==> config.mk <==
export PLATFORM = sky130hd
export DESIGN_NAME = bfs_supervisor
export DESIGN_NICKNAME = d
export VERILOG_FILES = /design/src/hdl/bfs_pkg.sv /design/src/hdl/bfs_supervisor.sv /design/src/hdl/bfs_sync.sv /design/src/hdl/bfs_timer.sv
export SDC_FILE = /design/constraint.sdc
export NUM_CORES = 1
export LEC_CHECK = 0
export BUFFER_PORTS_ARGS = -buffer_cell sky130_fd_sc_hd__buf_2
export CAP_MARGIN = 20
export CELL_PAD_IN_SITES_DETAIL_PLACEMENT = 1
export CELL_PAD_IN_SITES_GLOBAL_PLACEMENT = 1
export CORE_MARGIN = 2
export CORE_UTILIZATION = 30
export CTS_CLUSTER_SIZE = 30
export DETAILED_ROUTE_END_ITERATION = 8
export PLACE_DENSITY = 0.59
export SYNTH_ARGS = -nofsm -noshare
export SYNTH_HDL_FRONTEND = slang
export SYNTH_SLANG_ARGS = --single-unit
==> constraint.sdc <==
create_clock -name ref_clk -period 5.6 [get_ports ref_clk]
set_input_delay 0.28 -clock ref_clk [delete_from_list [all_inputs] [get_ports ref_clk]]
set_output_delay 0.28 -clock ref_clk [all_outputs]
set_load 0.03 [all_outputs]
==> src/hdl/bfs_pkg.sv <==
// ****************************************************************
// Shared constants and types
// ****************************************************************
package bfs_pkg;

  localparam int CLK_NS = 25;

  // Break-before-make dead interval
  localparam int DEAD_NS = 50;
  localparam logic [9:0] DEAD_CYC = 10'((DEAD_NS + CLK_NS - 1) / CLK_NS);
  // Blanking before the valley current is trusted
  localparam int BLANK_NS = 100;
  localparam logic [9:0] BLANK_CYC = 10'((BLANK_NS + CLK_NS - 1) / CLK_NS);
  // Minimum low-side on time
  localparam int MINOFF_NS = 250;
  localparam logic [9:0] MINOFF_CYC = 10'((MINOFF_NS + CLK_NS - 1) / CLK_NS);

  // Ultrasonic floor on the switching rate
  localparam int US_MIN_KHZ = 20;
  localparam logic [10:0] US_MAX_CYC = 11'((1000000 / US_MIN_KHZ) / CLK_NS);
  localparam logic [10:0] US_FIRE_CYC = US_MAX_CYC - 11'(DEAD_CYC) - 11'h001;

  // Retry delay and soft-start length
  localparam int RETRY_MS = 20;
  localparam int RETRY_CYC_DEF = RETRY_MS * 1000000 / CLK_NS;
  localparam int SS_US = 1000;
  localparam int SS_CYC_DEF = SS_US * 1000 / CLK_NS;
  localparam int LONG_W = 20;

  // Consecutive limited cycles before the overcurrent fault
  localparam logic [7:0] OC_COUNT_DEF = 8'h80;

  localparam logic [9:0] ST_CNT_RST = 10'h000;
  localparam logic [10:0] PER_RST = 11'h000;
  localparam logic [8:0] OC_CNT_RST = 9'h000;

  typedef enum logic [2:0] {
    ST_IDLE, ST_HS, ST_BBM_LS, ST_LS, ST_BBM_HS, ST_DIODE
  } bfs_state_t;

  typedef struct packed {
    logic ramp_cross;
    logic zero_cross;
    logic valley_over;
    logic output_under_threshold;
    logic output_over_threshold;
    logic input_over_threshold;
    logic input_below_off;
    logic input_above_on;
  } bfs_sense_t;

  typedef struct packed {
    logic power_save;
    logic ultrasonic;
    logic [9:0] on_time;
    logic [7:0] oc_count_limit;
  } bfs_cfg_t;

  typedef struct packed {
    logic overcurrent_guard;
    logic output_low_guard;
    logic output_high_guard;
    logic input_high_guard;
    logic input_low_guard;
  } bfs_fault_t;

  localparam bfs_fault_t FAULT_RST = 5'h00;

endpackage

==> src/hdl/bfs_supervisor.sv <==
`timescale 1ns/1ps
`default_nettype none
// Behaviour
// - Ramp crossing fires a fixed on-time pulse that drives the high-side switch
// - After on-time, both switches off for the dead interval, then low side on
// - Low side stays on for minimum off-time and until next ramp crossing
// - In power-save, zero crossing turns the low side off (diode emulation)
// - Ultrasonic mode, together with power-save, keeps the switching rate above 20 kHz
// - Enable high turns the regulator on, low turns it off
// - After blanking in each low-side interval, valley current is checked
// - Valley current over limit skips the high-side pulse, holds low side on
// - Over cfg.oc_count_limit consecutive limited cycles gives overcurrent fault, both off
// - Overcurrent fault retries after the delay until it clears
// - Overcurrent supervision runs as soon as the bias supply is good
// - Output under limit turns both off, retries after the delay
// - Output undervoltage check is masked until soft-start completes
// - Output over limit turns both off, restarts once clear without delay
// - Output overvoltage check runs as soon as the bias supply is good
// - Input over limit turns both off, restarts when input drops back
// - Input below off level turns both off; restart needs input above on level
module bfs_supervisor #(
  parameter int RETRY_CYC = bfs_pkg::RETRY_CYC_DEF,
  parameter int SS_CYC = bfs_pkg::SS_CYC_DEF
) (
  // Clock and reset
  input wire logic ref_clk,
  input wire logic sys_rst,
  // Pins and analog comparators
  input wire logic enable_pin,
  input wire logic bias_ok,
  input wire bfs_pkg::bfs_sense_t sense,
  // Configuration from management logic
  input wire bfs_pkg::bfs_cfg_t cfg,
  // Switch gates
  output logic high_side_switch,
  output logic low_side_switch,
  // Status
  output bfs_pkg::bfs_fault_t fault_status,
  output logic soft_start_done,
  output logic switching,
  output logic [8:0] oc_count
);

  import bfs_pkg::*;

  // ****************************************************************
  // Input synchronisation
  // ****************************************************************
  logic [9:0] sync_q;
  bfs_sense_t s;
  logic en_s;
  logic bias_s;

  bfs_sync #(.W(10)) u_sync (
    .ref_clk(ref_clk),
    .sys_rst(sys_rst),
    .async_in({enable_pin, bias_ok, sense}),
    .sync_out(sync_q)
  );
  assign {en_s, bias_s, s} = sync_q;

  // ****************************************************************
  // Shared state
  // ****************************************************************
  bfs_state_t state_ff;
  bfs_state_t nxt_state;
  logic [9:0] st_cnt_ff;
  logic [10:0] per_ff;
  logic [8:0] oc_cnt_ff;
  bfs_fault_t fault_ff;
  logic ss_done_ff;
  logic hs_ff;
  logic ls_ff;
  logic ramp_d_ff;
  logic retry_done;
  logic ss_tmr_done;

  logic ramp_rise;
  logic force_fire;
  logic fire;
  logic minoff_done;
  logic blank_done;
  logic oc_hold;
  logic oc_trip;
  logic uv_trip;
  logic fault_now;
  logic run;
  logic skip_evt;

  assign ramp_rise = s.ramp_cross & ~ramp_d_ff;
  assign force_fire = cfg.power_save & cfg.ultrasonic & (per_ff >= US_FIRE_CYC);
  assign fire = s.ramp_cross | force_fire;
  // Compared without an increment so a saturated count still reads as done
  assign minoff_done = (st_cnt_ff >= MINOFF_CYC - 10'h001);
  assign blank_done = (st_cnt_ff >= BLANK_CYC);
  assign oc_hold = blank_done & s.valley_over;
  assign skip_evt = (state_ff == ST_LS) & minoff_done & oc_hold & ramp_rise;
  assign oc_trip = bias_s & (oc_cnt_ff > {1'b0, cfg.oc_count_limit});
  assign uv_trip = bias_s & ss_done_ff & s.output_under_threshold;
  assign fault_now = (|fault_ff) | oc_trip | uv_trip
                   | (bias_s & (s.output_over_threshold | s.input_over_threshold
                                | s.input_below_off));
  assign run = bias_s & en_s & ~fault_now;

  // ****************************************************************
  // Switching sequence
  // ****************************************************************
  always_comb begin
    nxt_state = state_ff;
    unique case (state_ff)
      ST_IDLE: begin
        nxt_state = ST_DIODE;
      end
      ST_DIODE: begin
        if (fire) begin
          nxt_state = ST_HS;
        end
      end
      ST_HS: begin
        if (st_cnt_ff + 10'h001 >= cfg.on_time) begin
          nxt_state = ST_BBM_LS;
        end
      end
      ST_BBM_LS: begin
        if (st_cnt_ff + 10'h001 >= DEAD_CYC) begin
          nxt_state = ST_LS;
        end
      end
      ST_LS: begin
        if (minoff_done && !oc_hold) begin
          if (fire) begin
            nxt_state = ST_BBM_HS;
          end else if (cfg.power_save && s.zero_cross) begin
            nxt_state = ST_DIODE;
          end
        end
      end
      ST_BBM_HS: begin
        if (st_cnt_ff + 10'h001 >= DEAD_CYC) begin
          nxt_state = ST_HS;
        end
      end
    endcase
    if (!run) begin
      nxt_state = ST_IDLE;
    end
  end

  always_ff @(posedge ref_clk) begin
    if (sys_rst) begin
      state_ff <= ST_IDLE;
      st_cnt_ff <= ST_CNT_RST;
      hs_ff <= 1'b0;
      ls_ff <= 1'b0;
      ramp_d_ff <= 1'b0;
    end else begin
      state_ff <= nxt_state;
      if (nxt_state != state_ff) begin
        st_cnt_ff <= ST_CNT_RST;
      end else if (st_cnt_ff != 10'h3FF) begin
        st_cnt_ff <= st_cnt_ff + 10'h001;
      end
      hs_ff <= (nxt_state == ST_HS);
      ls_ff <= (nxt_state == ST_LS);
      ramp_d_ff <= s.ramp_cross;
    end
  end

  // Time since the last high-side start, for the ultrasonic floor
  always_ff @(posedge ref_clk) begin
    if (sys_rst) begin
      per_ff <= PER_RST;
    end else if (state_ff == ST_IDLE || nxt_state == ST_HS && state_ff != ST_HS) begin
      per_ff <= PER_RST;
    end else if (per_ff != 11'h7FF) begin
      per_ff <= per_ff + 11'h001;
    end
  end

  // ****************************************************************
  // Overcurrent counting
  // ****************************************************************
  always_ff @(posedge ref_clk) begin
    if (sys_rst || !bias_s || fault_ff.overcurrent_guard) begin
      oc_cnt_ff <= OC_CNT_RST;
    end else if (skip_evt && oc_cnt_ff != 9'h1FF) begin
      oc_cnt_ff <= oc_cnt_ff + 9'h001;
    end else if (nxt_state == ST_HS && state_ff != ST_HS) begin
      oc_cnt_ff <= OC_CNT_RST;
    end
  end

  // ****************************************************************
  // Fault latches and retry
  // ****************************************************************
  bfs_timer #(.W(LONG_W)) u_retry (
    .ref_clk(ref_clk),
    .sys_rst(sys_rst),
    .load(oc_trip | uv_trip),
    .load_val(LONG_W'(RETRY_CYC)),
    .done(retry_done)
  );

  always_ff @(posedge ref_clk) begin
    if (sys_rst || !bias_s) begin
      fault_ff <= FAULT_RST;
    end else begin
      if (oc_trip) begin
        fault_ff.overcurrent_guard <= 1'b1;
      end else if (retry_done) begin
        fault_ff.overcurrent_guard <= 1'b0;
      end
      if (uv_trip) begin
        fault_ff.output_low_guard <= 1'b1;
      end else if (retry_done) begin
        fault_ff.output_low_guard <= 1'b0;
      end
      fault_ff.output_high_guard <= s.output_over_threshold;
      fault_ff.input_high_guard <= s.input_over_threshold;
      if (s.input_below_off) begin
        fault_ff.input_low_guard <= 1'b1;
      end else if (s.input_above_on) begin
        fault_ff.input_low_guard <= 1'b0;
      end
    end
  end

  // ****************************************************************
  // Soft-start
  // ****************************************************************
  bfs_timer #(.W(LONG_W)) u_ss (
    .ref_clk(ref_clk),
    .sys_rst(sys_rst),
    .load(state_ff == ST_IDLE),
    .load_val(LONG_W'(SS_CYC)),
    .done(ss_tmr_done)
  );

  always_ff @(posedge ref_clk) begin
    if (sys_rst) begin
      ss_done_ff <= 1'b0;
    end else begin
      ss_done_ff <= (state_ff != ST_IDLE) & ss_tmr_done;
    end
  end

  assign high_side_switch = hs_ff;
  assign low_side_switch = ls_ff;
  assign fault_status = fault_ff;
  assign soft_start_done = ss_done_ff;
  assign switching = (state_ff != ST_IDLE);
  assign oc_count = oc_cnt_ff;

  // ****************************************************************
  // Checks
  // ****************************************************************
  logic [10:0] hs_len_ff;
  logic [10:0] ls_len_ff;

  always_ff @(posedge ref_clk) begin
    if (sys_rst) begin
      hs_len_ff <= PER_RST;
      ls_len_ff <= PER_RST;
    end else begin
      hs_len_ff <= hs_ff ? hs_len_ff + 11'h001 : PER_RST;
      ls_len_ff <= ls_ff ? ls_len_ff + 11'h001 : PER_RST;
    end
  end
endmodule // bfs_supervisor
`default_nettype wire

==> src/hdl/bfs_sync.sv <==
`timescale 1ns/1ps
`default_nettype none
// ****************************************************************
// Two-flop synchroniser, one chain per bit
// ****************************************************************
module bfs_sync #(
  parameter int W = 1
) (
  // Clock and reset
  input wire logic ref_clk,
  input wire logic sys_rst,
  // Data
  input wire logic [W-1:0] async_in,
  output logic [W-1:0] sync_out
);

  genvar i;
  generate
    for (i = 0; i < W; i++) begin : g_bit
      logic meta_ff;
      logic sync_ff;
      always_ff @(posedge ref_clk) begin
        if (sys_rst) begin
          meta_ff <= 1'b0;
          sync_ff <= 1'b0;
        end else begin
          meta_ff <= async_in[i];
          sync_ff <= meta_ff;
        end
      end
      assign sync_out[i] = sync_ff;
    end
  endgenerate

endmodule // bfs_sync
`default_nettype wire

==> src/hdl/bfs_timer.sv <==
`timescale 1ns/1ps
`default_nettype none
// ****************************************************************
// Loadable down counter with zero flag
// ****************************************************************
module bfs_timer #(
  parameter int W = 20
) (
  // Clock and reset
  input wire logic ref_clk,
  input wire logic sys_rst,
  // Control
  input wire logic load,
  input wire logic [W-1:0] load_val,
  // Status
  output logic done
);

  logic [W-1:0] cnt_ff;

  always_ff @(posedge ref_clk) begin
    if (sys_rst) begin
      cnt_ff <= '0;
    end else if (load) begin
      cnt_ff <= load_val;
    end else if (cnt_ff != '0) begin
      cnt_ff <= cnt_ff - W'(1);
    end
  end

  assign done = (cnt_ff == '0);

endmodule // bfs_timer
`default_nettype wire

==> impl_metrics.toml <==
[global_routing]
overflow = 0
antenna_found_initial = 0
grt_pass1_wl_mm = 21.48
grt_pass1_vias = 4405
grt_usage_pct = 14.59
grt_max_degree = 38

[synthesis]
ys.warnings.count = 0
synth_fp_nets = 646
synth_common_cells = "dfxtp_1, nor2_1, nand2_1"
yosysSeqAreaShare_pct = 39.94
syn-cell-area_um2 = 5112
async_flop_share_pct = 0
syn-instance-count = 588
avgSynthCellArea_um2 = 8.695
yosysTopAreaCellShare_pct = 39.94
yosysMostFrequentCell = "dfxtp_1"
ys_top_cells_by_area = "dfxtp_1, ha_1, nor2_1"
yosysUniqueCellTypes = 62
synth-seq-cells = 102
synth_edf_count = 0
yosysTopAreaCell = "dfxtp_1"
synth-main-ff-cell = "dfxtp_1"

[routing]
drt_first_iter_violations = 91
wirelength_mm = 12.41
wire_per_inst_um = 14.46
antenna_left = 0
dr.pass1.iters = 4
detail_route.vias_per_cell = 4.988
drc = 0
dr_total_vias = 4280

[clocking]
path_clk_slew_ns = 0.07
cts_resized = 0
cts.sinks = 102
cts-root-buf = "clkbuf_16"
clkLatencyLatePin_ns = 0.35
cts.htree.levels = 3
cts_buffers = 9
cts_hold_buf = 0
cts_tree = "done"
max-clock-path-buffers = 2
postCtsSetupBuffers = 0

[die]
die-area_um2 = 18100
initial_core_util_pct = 30.72
die_w_um = 134.5
die_h_um = 134.5
pin_count = 50
core_um2 = 16640
rows = 47

[hold_path]
hold_start = "enable_pin"
hold_depth = 2
hold_class = "input pin to flip-flop"
hold_end = "u_sync.g_bit[9].meta_ff$_SDFF_PP0_"

[flow_run]
cap_viol_max_count = 0

[sta]
fin_tns_setup_ns = 0
setup_ws_ns = 2.285
fin_crit_ns = 3.315
whs_ns = 0.1323
fin_worst_skew_ns = 0.005753
worst_slew_pin_slew_ns = 0.7150
finalHoldViolCount = 0
slew_headroom_pct = 52.33
min_period_over_period_pct = 59.19
maxSlewViolCount = 0
finalSetupViolCount = 0
rsz0062_at_grt = "no"
max_clock_freq_mhz = 301.7

[finish]
design_area_um2 = 5843
fill_cells = 1970
antennaDiodeCount = 0
utilization_pct = 35.11
area_delta_synth_final_pct = 14.29
final_nets = 692
drive_gt1_share_pct = 12.23
fin_cells = 858

[placement]
placedCellCount = 843
placed_cell_area_um2 = 5564
dp_hpwl_mm = 9.237
pre_cts_slack_ns = 2.290
portBuffers = 49
routabilityCongestion = 0.8370

[status]
outcome = "completed"

[power]
total_power_mw = 1.919
powerDensity_nw_per_um2 = 328.5
static-leakage-power_nw = 2.434
vdd_drop_max_mv = 0.2529

[setup_path]
r2r_cells = 11
criticalPathCategory = "flip-flop to flip-flop"
cp_max_fo = 10
cp.required_ns = 5.85
r2r_start = "st_cnt_ff[3]$_SDFFE_PP0P_"
r2r-end = "high_side_switch$_SDFF_PP0_"
cp_data_arrival_time_ns = 3.56
start_kind = "flip-flop"
end_kind = "flip-flop"
r2r_slack_ns = 2.29
[worst max-delay path by stage]
stage | start | to | slack [ns] | cells past startpoint
after floorplan | st_cnt_ff[3]$_SDFFE_PP0P_ | high_side_switch$_SDFF_PP0_ | 2.73 | 12
after global placement | st_cnt_ff[3]$_SDFFE_PP0P_ | high_side_switch$_SDFF_PP0_ | 2.43 | 11
after detailed placement | st_cnt_ff[3]$_SDFFE_PP0P_ | high_side_switch$_SDFF_PP0_ | 2.29 | 11
after CTS | st_cnt_ff[3]$_SDFFE_PP0P_ | high_side_switch$_SDFF_PP0_ | 2.26 | 11
after global routing | st_cnt_ff[3]$_SDFFE_PP0P_ | high_side_switch$_SDFF_PP0_ | 1.95 | 11
final | st_cnt_ff[3]$_SDFFE_PP0P_ | high_side_switch$_SDFF_PP0_ | 2.29 | 11
[final cells by class]
| class | instances | area, um2 | share of cell area [%] |
|---|---|---|---|
| flip-flops and latches | 102 | 2042 | 34.95 |
| clock buffers | 9 | 225.2 | 3.854 |
| multi-input cells | 440 | 2878 | 49.25 |
| repair buffers | 50 | 252.7 | 4.325 |
| clock inverters | 6 | 53.80 | 0.9208 |
| well taps | 220 | 275.3 | 4.711 |
| inverters | 31 | 116.4 | 1.991 |
[metal layers]
metal  vias to the layer above  track usage [%]  wire, um
li1                       2164                -         -
met1                      2059            18.54      6191
met2                        49            24.74      5679
met3                         8            4.317       442
met4                         0            2.807        95
met5                         -                0         0
[state kept, by name, summed over array words and instances (netlist names)]
register and flops:
u_retry.cnt_ff 20, u_ss.cnt_ff 20, per_ff 11, st_cnt_ff 10
u_sync.g_bit.meta_ff 10, u_sync.g_bit.sync_ff 10, oc_count 9, fault_status 5
state_ff 3, high_side_switch 1, low_side_switch 1, ramp_d_ff 1
soft_start_done 1
[power breakdown]
part	internal (mW)	total, mW	switching [mW]
logic	0.197	0.450	0.252
registers	0.796	0.858	0.0624
clock network	0.308	0.611	0.303
[logic make-up (layout without fill, tap and decap cells)]
family / count (synthesis) / after routing / share of synthesized area [%]
DFF: 102 / 102 / 39.94
and+or+nand+nor: 266 / 266 / 27.68
muxes: 6 / 6 / 1.199
buffers and inverters: 46 / 96 / 3.769
adders and majority gates: 26 / 26 / 6.363
xor gates and xnor gates: 46 / 46 / 8.419
AOI/OAI and AO/OA: 96 / 96 / 12.63
[critical path: stages (launching register included)]
cell and delay, ns:
dfxtp_1 0.53, and4_1 0.34, nand2_1 0.09, xnor2_1 0.17
ha_1 0.31, or3b_1 0.34, mux2i_1 0.14, a311oi_1 0.08
o311ai_1 0.50, a21oi_1 0.17, or3_1 0.35, and3_1 0.19
[cells in the final DEF (no fill, tap or decap), types with 25 or more instances in the layout]
cell type  instances
xnor2_1           30
nand2_1           38
nor2_1            71
ha_1              26
inv_1             31
nor2b_1           25
nor3_1            26
a21oi_1           35
buf_2             49
dfxtp_1          102
Note: power is estimated with default switching activity, not from simulation.
